**src/hdl/hrpc_defs.svh**
```systemverilog
/*
 * constants of the rate parameter codec: register byte offsets,
 * octet field positions, event bits, reset values and table depth.
 * assumes it is included by bare name after the timescale line.
 */
`ifndef HRPC_DEFS_SVH
`define HRPC_DEFS_SVH

// register byte offsets
`define HRPC_A_CTRL 8'h00
`define HRPC_A_STAT 8'h04
`define HRPC_A_CLR 8'h08
`define HRPC_A_IEN 8'h0c
`define HRPC_A_PBO 8'h10
`define HRPC_A_RSEL 8'h14
`define HRPC_A_RRNG 8'h18
`define HRPC_A_TRNG 8'h1c
`define HRPC_A_TPBO 8'h20
`define HRPC_A_TCMD 8'h24

// first rate octet: msb positions and reserved span
`define HRPC_MIN_MSB 0
`define HRPC_MAX_MSB 1
`define HRPC_STP_MSB 2
`define HRPC_RSV_HI 5
`define HRPC_RSV_LO 3

// parameter octet: reserved selector and backoff top bit
`define HRPC_PBO_RSV 5
`define HRPC_PBO_HI 4

// sticky event bits
`define HRPC_EV_RNG 0
`define HRPC_EV_RSV 1
`define HRPC_EV_ORD 2
`define HRPC_EV_TX 3

// reset values
`define HRPC_CTRL_RST 1'b1
`define HRPC_IEN_RST 4'h0

// stored ranges per parameter set
`define HRPC_NRNG 3'h4

`endif

```
**src/hdl/hrpc_pkg.sv**
```systemverilog
/*
 * types of the rate parameter codec: transmit states and the
 * packed state record of the top module.
 * assumes nothing beyond a SystemVerilog compiler.
 */
package hrpc_pkg;

    // transmit sequencer states, one-hot
    typedef enum logic [2:0] {
        TX_IDLE = 3'b001,
        TX_RATE = 3'b010,
        TX_PBO = 3'b100
    } hrpc_tx_t;

    // whole state of the codec
    typedef struct packed {
        logic ctl_en;
        logic [3:0] ist;
        logic [3:0] ien;
        logic [3:0] rsel;
        logic [31:0] rdat;
        logic [5:0] pbo_ds;
        logic [5:0] pbo_us;
        logic [1:0] cur;
        logic [1:0] pos;
        logic [2:0] jdx;
        logic [3:0][2:0] cnt;
        logic [7:0] first;
        logic [5:0] mn_lo;
        logic [5:0] mx_lo;
        logic [15:0][20:0] tab;
        logic [20:0] tx_rng;
        logic [4:0] tx_pbo;
        hrpc_tx_t tx_st;
        logic [1:0] tx_pos;
        logic [7:0] tx_oct;
    } hrpc_state_t;

endpackage

```
**src/hdl/hrpc_codec.sv**
```systemverilog
/*
 * level-3 rate parameter codec: decodes received parameter and
 * rate octets into per-set tables, encodes one range or one
 * backoff octet on command, register port and level interrupt.
 * assumes octet strobes come from logic on the same clock.
 */
// Strobed register access and the register offsets are this design's own decisions.
`timescale 1ns/1ps
`default_nettype none
`include "hrpc_defs.svh"

module hrpc_codec (
    // clock and reset
    input wire logic i_mclk,
    input wire logic i_rst_n,
    // register port
    input wire logic [7:0] i_reg_addr,
    input wire logic [31:0] i_reg_wdata,
    input wire logic i_reg_wr,
    input wire logic i_reg_rd,
    output logic [31:0] o_reg_rdata,
    // received octets
    input wire logic i_rx_valid,
    input wire logic [7:0] i_rx_octet,
    input wire logic i_rx_param,
    input wire logic i_rx_dir,
    input wire logic i_rx_pam32,
    // transmitted octets
    output logic o_tx_valid,
    output logic [7:0] o_tx_octet,
    output logic o_tx_param,
    input wire logic i_tx_ready,
    // interrupt
    output logic o_irq
);
    import hrpc_pkg::*;

    hrpc_state_t q;
    hrpc_state_t d;
    logic [1:0] set;
    logic [1:0] rpos;
    logic [2:0] rjdx;
    logic [3:0] ev;
    logic [3:0] clr;
    logic rx_go;
    logic cmd_wr;
    logic [6:0] dmin;
    logic [6:0] dmax;
    logic [6:0] dstep;
    logic drsv;
    logic dord;

    // octet n of a range, built from a packed {step,max,min}
    function automatic logic [7:0] enc_oct(
        input logic [20:0] r,
        input logic [1:0] p
    );
        case (p)
            2'd0: enc_oct = {5'h00, r[20], r[13], r[6]};
            2'd1: enc_oct = {2'h0, r[5:0]};
            2'd2: enc_oct = {2'h0, r[12:7]};
            default: enc_oct = {2'h0, r[19:14]};
        endcase
    endfunction

    // range decode, step octet taken live
    hrpc_range_dec u_dec (
        .i_first(q.first),
        .i_min_lo(q.mn_lo),
        .i_max_lo(q.mx_lo),
        .i_step_lo(i_rx_octet[5:0]),
        .o_min(dmin),
        .o_max(dmax),
        .o_step(dstep),
        .o_rsvd(drsv),
        .o_order_err(dord)
    );

    // stream position: a new set restarts at its first octet
    assign set = {i_rx_dir, i_rx_pam32};
    assign rpos = (set == q.cur) ? q.pos : 2'd0;
    assign rjdx = (set == q.cur) ? q.jdx : 3'd0;
    assign rx_go = q.ctl_en && i_rx_valid;
    assign cmd_wr = i_reg_wr && (i_reg_addr == `HRPC_A_TCMD);
    assign clr = (i_reg_wr && i_reg_addr == `HRPC_A_CLR) ?
        i_reg_wdata[3:0] : 4'h0;

    // next state
    always_comb begin
        d = q;
        ev = 4'h0;
        d.rdat = 32'h0000_0000;

        // register writes
        if (i_reg_wr) begin
            case (i_reg_addr)
                `HRPC_A_CTRL: d.ctl_en = i_reg_wdata[0];
                `HRPC_A_IEN: d.ien = i_reg_wdata[3:0];
                `HRPC_A_RSEL: d.rsel = i_reg_wdata[3:0];
                `HRPC_A_TRNG: d.tx_rng = i_reg_wdata[20:0];
                `HRPC_A_TPBO: d.tx_pbo = i_reg_wdata[4:0];
                default: ;
            endcase
        end

        // register reads, answered next cycle
        if (i_reg_rd) begin
            case (i_reg_addr)
                `HRPC_A_CTRL: d.rdat = {31'h0, q.ctl_en};
                `HRPC_A_STAT: d.rdat = {28'h0, q.ist};
                `HRPC_A_IEN: d.rdat = {28'h0, q.ien};
                `HRPC_A_PBO: d.rdat = {18'h0, q.pbo_us, 2'h0, q.pbo_ds};
                `HRPC_A_RSEL: d.rdat = {28'h0, q.rsel};
                `HRPC_A_RRNG: d.rdat = {5'h00, q.cnt[q.rsel[3:2]],
                    3'h0, q.tab[q.rsel]};
                `HRPC_A_TRNG: d.rdat = {11'h0, q.tx_rng};
                `HRPC_A_TPBO: d.rdat = {27'h0, q.tx_pbo};
                `HRPC_A_TCMD: d.rdat = {31'h0, q.tx_st != TX_IDLE};
                default: d.rdat = 32'h0000_0000;
            endcase
        end

        // decoder
        if (rx_go && i_rx_param) begin
            // backoff octet opens the direction's rate fields
            if (i_rx_octet[`HRPC_PBO_RSV]) begin
                ev[`HRPC_EV_RSV] = 1'b1;
            end else if (i_rx_dir) begin
                d.pbo_us = {1'b1, i_rx_octet[`HRPC_PBO_HI:0]};
            end else begin
                d.pbo_ds = {1'b1, i_rx_octet[`HRPC_PBO_HI:0]};
            end
            d.cnt[{i_rx_dir, 1'b0}] = 3'd0;
            d.cnt[{i_rx_dir, 1'b1}] = 3'd0;
            d.cur = {i_rx_dir, 1'b0};
            d.pos = 2'd0;
            d.jdx = 3'd0;
        end else if (rx_go) begin
            if (set != q.cur) begin
                d.cnt[set] = 3'd0;
            end
            d.cur = set;
            d.pos = rpos + 2'd1;
            d.jdx = rjdx;
            case (rpos)
                2'd0: d.first = i_rx_octet;
                2'd1: d.mn_lo = i_rx_octet[5:0];
                2'd2: d.mx_lo = i_rx_octet[5:0];
                default: begin
                    ev[`HRPC_EV_RNG] = 1'b1;
                    ev[`HRPC_EV_RSV] = drsv;
                    ev[`HRPC_EV_ORD] = dord;
                    if (rjdx < `HRPC_NRNG) begin
                        d.tab[{set, rjdx[1:0]}] = {dstep, dmax, dmin};
                        d.cnt[set] = rjdx + 3'd1;
                        d.jdx = rjdx + 3'd1;
                    end
                end
            endcase
        end

        // encoder sequencer
        case (q.tx_st)
            TX_IDLE: begin
                if (cmd_wr && i_reg_wdata[0]) begin
                    d.tx_st = TX_RATE;
                    d.tx_pos = 2'd0;
                    d.tx_oct = enc_oct(q.tx_rng, 2'd0);
                end else if (cmd_wr && i_reg_wdata[1]) begin
                    d.tx_st = TX_PBO;
                    d.tx_oct = {3'h0, q.tx_pbo};
                end
            end
            TX_RATE: begin
                if (i_tx_ready && q.tx_pos == 2'd3) begin
                    d.tx_st = TX_IDLE;
                    ev[`HRPC_EV_TX] = 1'b1;
                end else if (i_tx_ready) begin
                    d.tx_pos = q.tx_pos + 2'd1;
                    d.tx_oct = enc_oct(q.tx_rng, q.tx_pos + 2'd1);
                end
            end
            TX_PBO: begin
                if (i_tx_ready) begin
                    d.tx_st = TX_IDLE;
                    ev[`HRPC_EV_TX] = 1'b1;
                end
            end
            default: d.tx_st = TX_IDLE;
        endcase

        // sticky status: a new event beats a same-cycle clear
        d.ist = (q.ist & ~clr) | ev;
    end

    // state register
    always_ff @(posedge i_mclk) begin
        if (!i_rst_n) begin
            q <= '0;
            q.ctl_en <= `HRPC_CTRL_RST;
            q.ien <= `HRPC_IEN_RST;
            q.tx_st <= TX_IDLE;
        end else begin
            q <= d;
        end
    end

    // outputs, data from flops
    assign o_reg_rdata = q.rdat;
    assign o_tx_valid = (q.tx_st != TX_IDLE);
    assign o_tx_param = (q.tx_st == TX_PBO);
    assign o_tx_octet = q.tx_oct;
    assign o_irq = |(q.ist & q.ien);
endmodule
`default_nettype wire

```
**src/hdl/hrpc_range_dec.sv**
```systemverilog
/*
 * combinational decode of one four-octet rate range into 7-bit
 * minimum, maximum and step, with reserved and order flags.
 * assumes the caller holds the first three octets stable.
 */
`timescale 1ns/1ps
`default_nettype none
`include "hrpc_defs.svh"

module hrpc_range_dec (
    // octets of one range
    input wire logic [7:0] i_first,
    input wire logic [5:0] i_min_lo,
    input wire logic [5:0] i_max_lo,
    input wire logic [5:0] i_step_lo,
    // decoded values
    output logic [6:0] o_min,
    output logic [6:0] o_max,
    output logic [6:0] o_step,
    // checks
    output logic o_rsvd,
    output logic o_order_err
);
    // msb from the first octet, low six from its own octet
    assign o_min = {i_first[`HRPC_MIN_MSB], i_min_lo};
    assign o_max = {i_first[`HRPC_MAX_MSB], i_max_lo};
    assign o_step = {i_first[`HRPC_STP_MSB], i_step_lo};

    // reserved bits only raise a flag, never alter values
    assign o_rsvd = |i_first[`HRPC_RSV_HI:`HRPC_RSV_LO];
    assign o_order_err = (o_min > o_max);
endmodule
`default_nettype wire

```
**config.mk**
```make
export PLATFORM = sky130hd
export DESIGN_NAME = hrpc_codec
export DESIGN_NICKNAME = d
export VERILOG_FILES = /design/src/hdl/hrpc_pkg.sv /design/src/hdl/hrpc_codec.sv /design/src/hdl/hrpc_range_dec.sv
export VERILOG_INCLUDE_DIRS = /design/src /design/src/hdl
export SDC_FILE = /design/constraint.sdc
export NUM_CORES = 1
export LEC_CHECK = 0
export ABC_AREA = 0
export BUFFER_PORTS_ARGS = -buffer_cell sky130_fd_sc_hd__buf_2
export CAP_MARGIN = 30
export CORE_MARGIN = 2
export CORE_UTILIZATION = 51
export CTS_CLUSTER_DIAMETER = 150
export CTS_CLUSTER_SIZE = 12
export DETAILED_ROUTE_END_ITERATION = 12
export PLACE_DENSITY = 0.75
export RECOVER_POWER = 25
export REMOVE_ABC_BUFFERS = 1
export SYNTH_ARGS = -nofsm -noshare
export SYNTH_HDL_FRONTEND = slang
export SYNTH_SLANG_ARGS = --single-unit
```
**constraint.sdc**
```tcl
create_clock -name i_mclk -period 6.65 [get_ports i_mclk]
set_input_delay 0.3325 -clock i_mclk [delete_from_list [all_inputs] [get_ports i_mclk]]
set_output_delay 0.3325 -clock i_mclk [all_outputs]
set_load 0.1 [all_outputs]
```
==> impl_metrics.py, run 1 <==
metrics = {
    "placed_design": {
        "dp.final_hpwl_mm": 37.68,
        "placed_cell_areas_mm2": 0.02158,
        "port_buffers": 76,
        "place_congestion": 0.9348,
    },
    "yosys": {
        "post_synth_most_frequent_cells": "535 x sky130_fd_sc_hd__nand2_1, 459 x sky130_fd_sc_hd__dfxtp_1, 309 x sky130_fd_sc_hd__o21ai_0",
        "synth_top_cell_area_share_pct": 43.02,
        "synth-edff-count": 0,
        "netlist.top_cell.by_area": "sky130_fd_sc_hd__dfxtp_1",
        "syn_inst": 2435,
        "synthFlopType": "sky130_fd_sc_hd__dfxtp_1",
        "synth_seq_cells": 459,
        "asyncSetResetFlopFracSynth_pct": 0,
        "synth.most_common_cell": "sky130_fd_sc_hd__nand2_1",
        "synthTopCellsByArea": "sky130_fd_sc_hd__dfxtp_1 43%, sky130_fd_sc_hd__a21boi_0 9.9%, sky130_fd_sc_hd__nand2_1 9.4%, sky130_fd_sc_hd__mux4_2 9.2%, sky130_fd_sc_hd__o21ai_0 7.2%",
        "synthesis.area_per_instance_um2": 8.771,
        "synth-seq-area-share_pct": 43.02,
        "synth_warnings": 0,
        "netlist_area_mm2": 0.02136,
        "post_synth_num_cell_types": 59,
    },
    "sta": {
        "timing.fmax_mhz": 208.2,
        "relSlewSlack_pct": -188.2,
        "slew_violations": 162,
        "final.hold.worst_slack_ns": 0.01922,
        "tightestPinTransition_ns": 4.323,
        "timing.final.crit_period_ns": 4.803,
        "final_hold_viol_count": 0,
        "finClkSkew_ns": 0.01122,
        "setup_tns_ns": 0,
        "layout_worst_path_cycle_share_pct": 72.22,
        "finalSetupViolCount": 0,
        "rsz_0062_raised_after_global_routing": "false",
    },
    "setup_path": {
        "timing.critical_path.arrival_ns": 5.25,
        "start_kind": "primary input",
        "crit_type": "in2reg",
        "critical_path_peak_fanout": 122,
        "worstRegToRegCells": 10,
        "endpoint_kind": "register",
        "timing.critical_path.required_ns": 7.10,
    },
    "cts": {
        "cts_tree": "yes",
        "clock_tree.root_cell": "sky130_fd_sc_hd__clkbuf_16",
        "cts_max_path_buffers": 3,
        "post-cts-setup-buffers": 0,
        "cts_buffers": 44,
        "cts_resized": 0,
        "clkSinkCount": 459,
        "worstSkewPairLatency_ns": 0.56,
        "holdBufCountCts": 0,
        "h-tree-depth": 2,
        "clkTransAtPathRegs_ns": 0.06,
    },
    "finish": {
        "finish.net_count": 2404,
        "layout.core_utilization_pct": 55.30,
        "n_diodes": 0,
        "final_layout_size_suffix_gt1_share_pct": 10.51,
        "fillCellCount": 3569,
        "finish.instance_area_mm2": 0.02273,
        "area.growth.synth_to_final_pct": 6.444,
    },
    "routing": {
        "detailedRoute.firstIterationViolations": 1867,
        "routed_via_density": 6.271,
        "drt.antenna.violating_nets": 0,
        "detailedRoute.firstPassIterationCount": 7,
        "num_vias": 17960,
        "average_wire_length_per_cell_after_detail_routing_um": 21.17,
        "wirelength_mm": 60.62,
        "drt_drc_violations_left": 0,
    },
    "grt": {
        "grt_antenna_before_repair": 2,
        "via_count_of_the_first_global_routing_pass": 17160,
        "globalRouteTotalUtil_pct": 27.33,
        "grt_start_max_net_pins": 134,
        "grt-ovfl-total": 0,
        "global_route_wire_length_before_repair_mm": 95.36,
    },
    "floorplanning": {
        "ios": 100,
        "die_width_um": 208.6,
        "floorplan.core_area_mm2": 0.04111,
        "starting_density_of_the_core_pct": 51.95,
        "fp.dieArea_mm2": 0.04353,
        "std_cell_rows": 74,
        "chipHeight_um": 208.6,
    },
    "pwr": {
        "power_density_mw_per_mm2": 230.2,
        "leakage_nw": 7.203,
        "finalPower_mw": 5.234,
        "max-vdd-ir-drop_mv": 0.1856,
    },
    "worst_hold_path": {
        "timing.hold.worst.class": "in2reg",
        "hold_path_depth": 3,
    },
    "outcome": {
        "failed_checks": "max-capacitance violations, max-slew violations",
        "run_status": "complete, but fails checks",
    },
    "flow_run": {
        "max_cap_violations": 2,
    },
}
[critical path, stage by stage]
cell and delay, ns:
sky130_fd_sc_hd__buf_8 0.39, sky130_fd_sc_hd__clkbuf_1 3.06, sky130_fd_sc_hd__o21ai_1 0.92, sky130_fd_sc_hd__a211oi_1 0.49
[through the flow]
stage          std cells  setup slack, ns
5_1_grt             2863            1.180
2_1_floorplan       2160            2.248
3_3_place_gp        2806            2.195
4_1_cts             2862            2.205
3_5_place_dp        2813            2.114
6_report            2863            1.847
[area by class of cell]
class                      instances  area, um^2  share of cell area, %
multi-input combinational       1681       10870                  47.83
sequential                       459        9198                  40.46
clock buffer                      47        1155                  5.080
timing repair buffer             122       739.5                  3.253
tap                              532       665.6                  2.928
inverter                          20       75.07                 0.3302
clock inverter                     2       27.53                 0.1211
[path summary, 6_finish.rpt]
kind	end	startpoint	slack, ns
hold reg to reg	register	register	0.45
setup / recovery	q[410]	i_rst_n	1.85
hold / removal	q[31]	i_reg_wdata[13]	0.02
setup reg to reg	register	q[412]	2.03
[power breakdown]
group	leakage [nW]	internal [mW]	switching, mW
Clock	0.581	1.22	1.03
Combinational	2.92	0.0614	0.154
Sequential	3.70	2.76	0.0132
Total	7.20	4.04	1.20
[cell usage in the layout, fill, tap and decap left out, drive strengths merged, types with 5 or more instances in the layout]
master | synthesis | layout
inv | 20 | 21
mux4 | 87 | 87
o21ai | 314 | 314
a32o | 11 | 11
nor2 | 34 | 34
conb | 1 | 10
nor3 | 7 | 7
mux2i | 23 | 23
and3 | 11 | 11
nand4 | 5 | 5
a22oi | 44 | 44
nor4 | 5 | 5
dfxtp | 459 | 459
nand2 | 535 | 535
nand3 | 121 | 121
a211o | 6 | 6
nor2b | 34 | 34
a21o | 6 | 6
a22o | 12 | 12
buf | 85 | 85
o22ai | 5 | 5
a21oi | 12 | 12
and2 | 13 | 13
a21boi | 302 | 302
a211oi | 9 | 9
clkbuf | 199 | 84
ha | 19 | 19
a31oi | 13 | 13
[cell families after synthesis]
group | synth area share (%)
multiplexers | 10.36
AND/OR/NAND/NOR | 16.02
other | 0.01756
AO/OA/AOI/OAI | 23.03
adder cells (fa/ha/maj) | 1.113
XOR/XNOR | 0.08203
buffers and inverters | 6.350
flip-flops | 43.02
[layer usage]
layer | GRT usage [%] | up-vias | share of wire, %
li1 | - | 8219 | -
met1 | 36.79 | 8777 | 42
met2 | 45.75 | 826 | 47
met3 | 3.457 | 129 | 8.1
met4 | 9.039 | 4 | 2.9
met5 | 0 | - | 0.043
No activity file was read; power rests on OpenSTA's default activity.
==> run 2: changes to the inputs <==
--- a/config.mk
+++ b/config.mk
@@ -14,7 +14,7 @@
 export CTS_CLUSTER_DIAMETER = 150
 export CTS_CLUSTER_SIZE = 12
 export DETAILED_ROUTE_END_ITERATION = 12
-export PLACE_DENSITY = 0.75
+export PLACE_DENSITY = 0.78
 export RECOVER_POWER = 25
 export REMOVE_ABC_BUFFERS = 1
 export SYNTH_ARGS = -nofsm -noshare
==> constraint.sdc (replaced) <==
create_clock -name i_mclk -period 4 [get_ports i_mclk]
set_input_delay 0.2 -clock i_mclk [delete_from_list [all_inputs] [get_ports i_mclk]]
set_output_delay 0.2 -clock i_mclk [all_outputs]
set_load 0.1 [all_outputs]
==> run 2 against run 1 <==
Net effect:
- the flow still finishes with violations (max-capacitance violations, max-slew violations)
- clock skew up 0.00058 ns
- first-iteration DRC count rose by 15%
- global-route usage increased by 0.67 points
- worst setup slack got worse by 1.4 ns
- wire length rose by 3.0%
- sequential power rose by 66%
- final area grew 1.2%
- clock-buffer cell count grew 1
- worst hold slack better by 0.019 ns
- largest cell class unchanged
- largest power group unchanged
==> impl_metrics.py, run 2 (synthesis gave the netlist of run 1 again) <==
metrics = {
    "floorplanning": {
        "std_cell_rows": 74,
        "die_width_um": 208.6,
        "ios": 100,
        "floorplan.core_area_mm2": 0.04111,
        "chipHeight_um": 208.6,
        "fp.dieArea_mm2": 0.04353,
        "starting_density_of_the_core_pct": 51.95,
    },
    "cts": {
        "holdBufCountCts": 22,
        "clock_tree.root_cell": "sky130_fd_sc_hd__clkbuf_16",
        "post-cts-setup-buffers": 0,
        "cts_buffers": 44,
        "clkTransAtPathRegs_ns": 0.06,
        "cts_resized": 0,
        "worstSkewPairLatency_ns": 0.57,
        "cts_tree": "yes",
        "h-tree-depth": 2,
        "cts_max_path_buffers": 3,
        "clkSinkCount": 459,
    },
    "finish": {
        "n_diodes": 0,
        "fillCellCount": 3516,
        "area.growth.synth_to_final_pct": 7.727,
        "layout.cells.most_common_list": "532 x sky130_fd_sc_hd__nand2_1, 456 x sky130_fd_sc_hd__dfxtp_1, 310 x sky130_fd_sc_hd__o21ai_0",
        "final_layout_size_suffix_gt1_share_pct": 11.07,
        "finish.net_count": 2438,
        "seqCellArea_mm2": 0.009198,
        "layout.core_utilization_pct": 55.97,
        "multi_input_area_mm2": 0.01087,
        "layout.cells.most_common": "sky130_fd_sc_hd__nand2_1",
    },
    "routing": {
        "average_wire_length_per_cell_after_detail_routing_um": 21.55,
        "detailedRoute.firstIterationViolations": 2143,
        "wirelength_mm": 62.45,
        "detailedRoute.firstPassIterationCount": 6,
        "drt.antenna.violating_nets": 0,
        "routed_via_density": 6.312,
        "num_vias": 18290,
        "drt_drc_violations_left": 0,
    },
    "worst_hold_path": {
        "timing.hold.worst.class": "in2reg",
        "min_from": "i_reg_wdata[0]",
    },
    "sta": {
        "timing.final.crit_period_ns": 3.546,
        "relSlewSlack_pct": -19.06,
        "timing.fmax_mhz": 282.0,
        "setup_tns_ns": 0,
        "rsz_0062_raised_after_global_routing": "false",
        "final_hold_viol_count": 0,
        "tightestPinTransition_ns": 1.786,
        "finalSetupViolCount": 0,
        "worst_slack_ns": 0.4540,
        "slew_violations": 377,
        "layout_worst_path_cycle_share_pct": 88.65,
        "finClkSkew_ns": 0.01180,
    },
    "setup_path": {
        "worst_path_dominant_cell_family": "buffers and inverters",
        "timing.critical_path.required_ns": 4.46,
        "cpPeakStageDelay_ns": 1.17,
        "critical_path_launch_point": "i_rst_n",
        "crit_type": "in2reg",
        "timing.critical_path.arrival_ns": 4.01,
        "worst-path-buf-inv": 4,
        "endpoint_kind": "register",
        "critical_path_peak_fanout": 266,
        "crit_path_top_delay_cell": "sky130_fd_sc_hd__buf_6",
        "critical_path.cell_chain": "dlygate4sd3_1 -> clkbuf_2 -> buf_4 -> buf_6 -> a21boi_0",
        "start_kind": "primary input",
        "rr_startpoint": "q[413]",
    },
    "grt": {
        "globalRouteTotalUtil_pct": 28.00,
        "grt-ovfl-total": 0,
        "global_route_wire_length_before_repair_mm": 97.30,
        "grt_antenna_before_repair": 3,
        "grt_start_max_net_pins": 267,
        "via_count_of_the_first_global_routing_pass": 17720,
    },
    "placed_design": {
        "port_buffers": 76,
        "dp_slack_ns": 0.5641,
        "dp.final_hpwl_mm": 37.83,
        "place_congestion": 0.9189,
    },
    "flow_run": {
        "max_cap_violations": 2,
    },
    "outcome": {
        "run_status": "complete, but fails checks",
        "failed_checks": "max-capacitance violations, max-slew violations",
    },
    "pwr": {
        "max-vdd-ir-drop_mv": 0.2634,
        "leakage_nw": 7.344,
        "power_density_mw_per_mm2": 378.8,
    },
}
-- run 2: cell types whose count changed in the layout (fill, tap and decap cells not counted), sizes merged --
cell,previous run,this run
dlygate4sd3,0,22
buf,85,97
clkdlybuf4s18,0,1
-- run 2: worst reg2reg max path: stages, from the launching register on --
cell and delay [ns]:
sky130_fd_sc_hd__dfxtp_1 0.39, sky130_fd_sc_hd__xnor2_1 0.41, sky130_fd_sc_hd__and3_1 0.31, sky130_fd_sc_hd__ha_1 0.19
sky130_fd_sc_hd__inv_1 0.08, sky130_fd_sc_hd__or4_2 0.83, sky130_fd_sc_hd__buf_4 0.37, sky130_fd_sc_hd__nor2_2 0.33
sky130_fd_sc_hd__buf_12 0.23, sky130_fd_sc_hd__nand2_1 0.07, sky130_fd_sc_hd__a21boi_0 0.21
-- run 2: through the flow --
step | cell area, um^2 | hold WS [ns] | std cells | power (mW)
2_1_floorplan | 20110 | 0.2619 | 2160 | 4.870
3_3_place_gp | 21650 | 0.4336 | 2823 | 5.038
3_5_place_dp | 21680 | 0.4425 | 2826 | 5.045
4_1_cts | 23080 | 0.01359 | 2898 | 8.717
5_1_grt | 23010 | 0.05080 | 2898 | 8.916
6_report | 23010 | 0.03839 | 2898 | 8.715
-- run 2: per-layer routing --
metal,routed length [um],up-vias,track usage (%)
met5,27,-,0
met4,2502,4,12.71
met3,6315,172,4.494
met2,28830,982,45.45
met1,24780,8849,36.93
li1,-,8285,-
-- run 2: layout make-up --
type | instances | area share [%]
clock inverters | 2 | 0.1196
clock buffers | 48 | 5.036
inverters | 20 | 0.3263
repair buffers | 156 | 4.405
well taps | 532 | 2.893
multi-input cells | 1681 | 47.25
flip-flops and latches | 459 | 39.98
-- run 2: power breakdown --
group          internal [mW]  switching [mW]
Sequential              4.58          0.0221
Clock                   2.03            1.71
Combinational          0.111           0.259
-- run 2: worst paths after layout --
| check | to | slack (ns) | cells after the start |
|---|---|---|---|
| min reg2reg | register | 0.45 | 2 |
| min | q[18] | 0.04 | 3 |
| max reg2reg | register | 0.49 | 10 |
| max | register | 0.45 | 5 |
==> run 3: changes to the inputs <==
--- a/config.mk
+++ b/config.mk
@@ -6,7 +6,7 @@
 export SDC_FILE = /design/constraint.sdc
 export NUM_CORES = 1
 export LEC_CHECK = 0
-export ABC_AREA = 0
+export ABC_AREA = 1
 export BUFFER_PORTS_ARGS = -buffer_cell sky130_fd_sc_hd__buf_2
 export CAP_MARGIN = 30
 export CORE_MARGIN = 2
@@ -19,4 +19,5 @@
 export REMOVE_ABC_BUFFERS = 1
 export SYNTH_ARGS = -nofsm -noshare
 export SYNTH_HDL_FRONTEND = slang
+export SYNTH_HIERARCHICAL = 1
 export SYNTH_SLANG_ARGS = --single-unit
==> run 3 against run 2 <==
Net effect:
- the flow still finishes with violations (max-capacitance violations, max-slew violations)
- highest routed layer is now met4
- critical path type unchanged
- final area grew 2.7%
- maximum frequency grew 3.7%
- largest power group unchanged
- sequential power about the same
- synthesized area increased by 4.7%
- flip-flop and latch count unchanged
- clock power hardly changed
- largest cell class unchanged
==> impl_metrics.py, run 3 <==
metrics = {
    "sta": {
        "layout_worst_path_cycle_share_pct": 85.48,
        "final_hold_viol_count": 0,
        "timing.final.crit_period_ns": 3.419,
        "slew_violations": 290,
        "finalSetupViolCount": 0,
        "setup_tns_ns": 0,
        "rsz_0062_raised_after_global_routing": "false",
        "tightestPinTransition_ns": 2.509,
        "timing.fmax_mhz": 292.5,
        "worst_slack_ns": 0.5809,
        "relSlewSlack_pct": -67.29,
        "finClkSkew_ns": 0.02042,
    },
    "setup_path": {
        "crit_path_top_delay_cell": "sky130_fd_sc_hd__inv_4",
        "timing.critical_path.required_ns": 4.43,
        "critical_path.cell_chain": "clkbuf_2 -> inv_4 -> clkbuf_2 -> a21oi_1",
        "critical_path_peak_fanout": 166,
        "rr_startpoint": "q[412]",
        "crit_top_cell": "sky130_fd_sc_hd__clkbuf_2",
        "start_kind": "primary input",
        "crit_type": "in2reg",
        "critical_path_launch_point": "i_rst_n",
        "worst-path-buf-inv": 3,
        "cpPeakStageDelay_ns": 1.70,
        "endpoint_kind": "register",
        "timing.critical_path.arrival_ns": 3.85,
        "worst_path_dominant_cell_family": "buffers and inverters",
    },
    "yosys": {
        "synth_warnings": 6,
        "netlist_area_mm2": 0.02236,
        "synthesis.area_per_instance_um2": 6.697,
        "syn_inst": 3339,
    },
    "routing": {
        "num_vias": 21950,
        "average_wire_length_per_cell_after_detail_routing_um": 17.88,
        "wirelength_mm": 68.08,
        "drt_drc_violations_left": 0,
        "drt.antenna.violating_nets": 0,
        "routed_via_density": 5.764,
        "detailedRoute.firstIterationViolations": 2779,
        "detailedRoute.firstPassIterationCount": 6,
    },
    "floorplanning": {
        "chipHeight_um": 213.4,
        "floorplan.core_area_mm2": 0.04317,
        "starting_density_of_the_core_pct": 51.79,
        "std_cell_rows": 76,
        "fp.dieArea_mm2": 0.04554,
        "ios": 100,
        "die_width_um": 213.4,
    },
    "finish": {
        "final_layout_size_suffix_gt1_share_pct": 6.174,
        "n_diodes": 0,
        "area.growth.synth_to_final_pct": 5.652,
        "finish.net_count": 3297,
        "layout.cells.most_common_list": "806 x sky130_fd_sc_hd__nand2_1, 459 x sky130_fd_sc_hd__nand3_1, 457 x sky130_fd_sc_hd__dfxtp_1",
        "layout.cells.most_common": "sky130_fd_sc_hd__nand2_1",
        "finish.instance_area_mm2": 0.02362,
    },
    "cts": {
        "clkSinkCount": 459,
        "clkTransAtPathRegs_ns": 0.06,
        "worstSkewPairLatency_ns": 0.59,
        "cts_resized": 0,
        "h-tree-depth": 2,
        "cts_tree": "yes",
        "clock_tree.root_cell": "sky130_fd_sc_hd__clkbuf_16",
        "cts_buffers": 44,
        "cts_max_path_buffers": 3,
    },
    "grt": {
        "via_count_of_the_first_global_routing_pass": 19800,
        "globalRouteTotalUtil_pct": 29.27,
        "grt_antenna_before_repair": 0,
        "grt_start_max_net_pins": 168,
        "grt-ovfl-total": 0,
        "global_route_wire_length_before_repair_mm": 106.0,
    },
    "pwr": {
        "max-vdd-ir-drop_mv": 0.4688,
        "power_density_mw_per_mm2": 377.3,
        "finalPower_mw": 8.914,
        "leakage_nw": 8.776,
    },
    "placed_design": {
        "place_congestion": 0.9306,
        "port_buffers": 76,
        "dp.final_hpwl_mm": 41.01,
        "placed_cell_areas_mm2": 0.02231,
        "dp_slack_ns": 0.8113,
    },
    "worst_hold_path": {
        "timing.hold.worst.class": "in2reg",
        "min_from": "i_reg_wdata[12]",
    },
    "outcome": {
        "failed_checks": "max-capacitance violations, max-slew violations",
        "run_status": "complete, but fails checks",
    },
    "flow_run": {
        "max_cap_violations": 3,
    },
}
run 3: changes by cell type in the layout (fill, tap and decap cells not counted), moves of 109 or more:
cell | previous run | this run
sky130_fd_sc_hd__inv_1 | 20 | 220
sky130_fd_sc_hd__nor2_1 | 27 | 299
sky130_fd_sc_hd__a21boi_0 | 281 | 0
sky130_fd_sc_hd__o21ai_0 | 310 | 201
sky130_fd_sc_hd__nand3_1 | 121 | 459
sky130_fd_sc_hd__nand2_1 | 532 | 806
sky130_fd_sc_hd__a21oi_1 | 12 | 400
run 3: what timing repair did:
item                                   4_1_cts  5_1_grt
hold buffers                                26        0
endpoints found under the hold margin       33        0
setup buffers                                0        0
run 3: layout make-up:
class,instances,area [um^2]
clock buffer,46,1130
clock inverter,3,28.78
fill,4214,19550
inverter,231,874.6
multi-input combinational,2318,10570
sequential,459,9194
tap,585,732.0
timing repair buffer,166,1099
run 3: worst paths after layout:
kind	to	slack [ns]	cells after the start
max	q[402]	0.58	4
min	q[30]	0.04	3
max reg2reg	register	0.68	13
min reg2reg	register	0.46	2
run 3: report_power, final:
part / switching (mW) / total [mW] / internal, mW
Sequential: 0.0270 / 4.63 / 4.60
Clock: 1.74 / 3.73 / 1.99
Combinational: 0.445 / 0.555 / 0.110
Total: 2.21 / 8.91 / 6.70
run 3: routing by layer:
layer	part of all wire, %	track usage, %
met1	41	39.82
met3	10	4.862
met2	45	45.81
met4	4.0	12.98
met5	0	0
run 3: worst reg2reg max path, delay by kind of cell, from the launching register on:
kind | cells | cell delay, ns
fa+ha+maj | 1 | 0.17
buf+inv | 4 | 0.78
compound gates | 1 | 0.08
simple gates | 7 | 1.78
flops | 1 | 0.32
run 3: per-stage QoR:
stage	cells	hold WS (ns)	utilization, %
2_1_floorplan	3008	0.2862	-
3_3_place_gp	3733	0.4380	51.67
3_5_place_dp	3733	0.4410	51.67
4_1_cts	3808	0.008055	54.96
5_1_grt	3808	0.02544	54.72
6_report	3808	0.03556	54.72
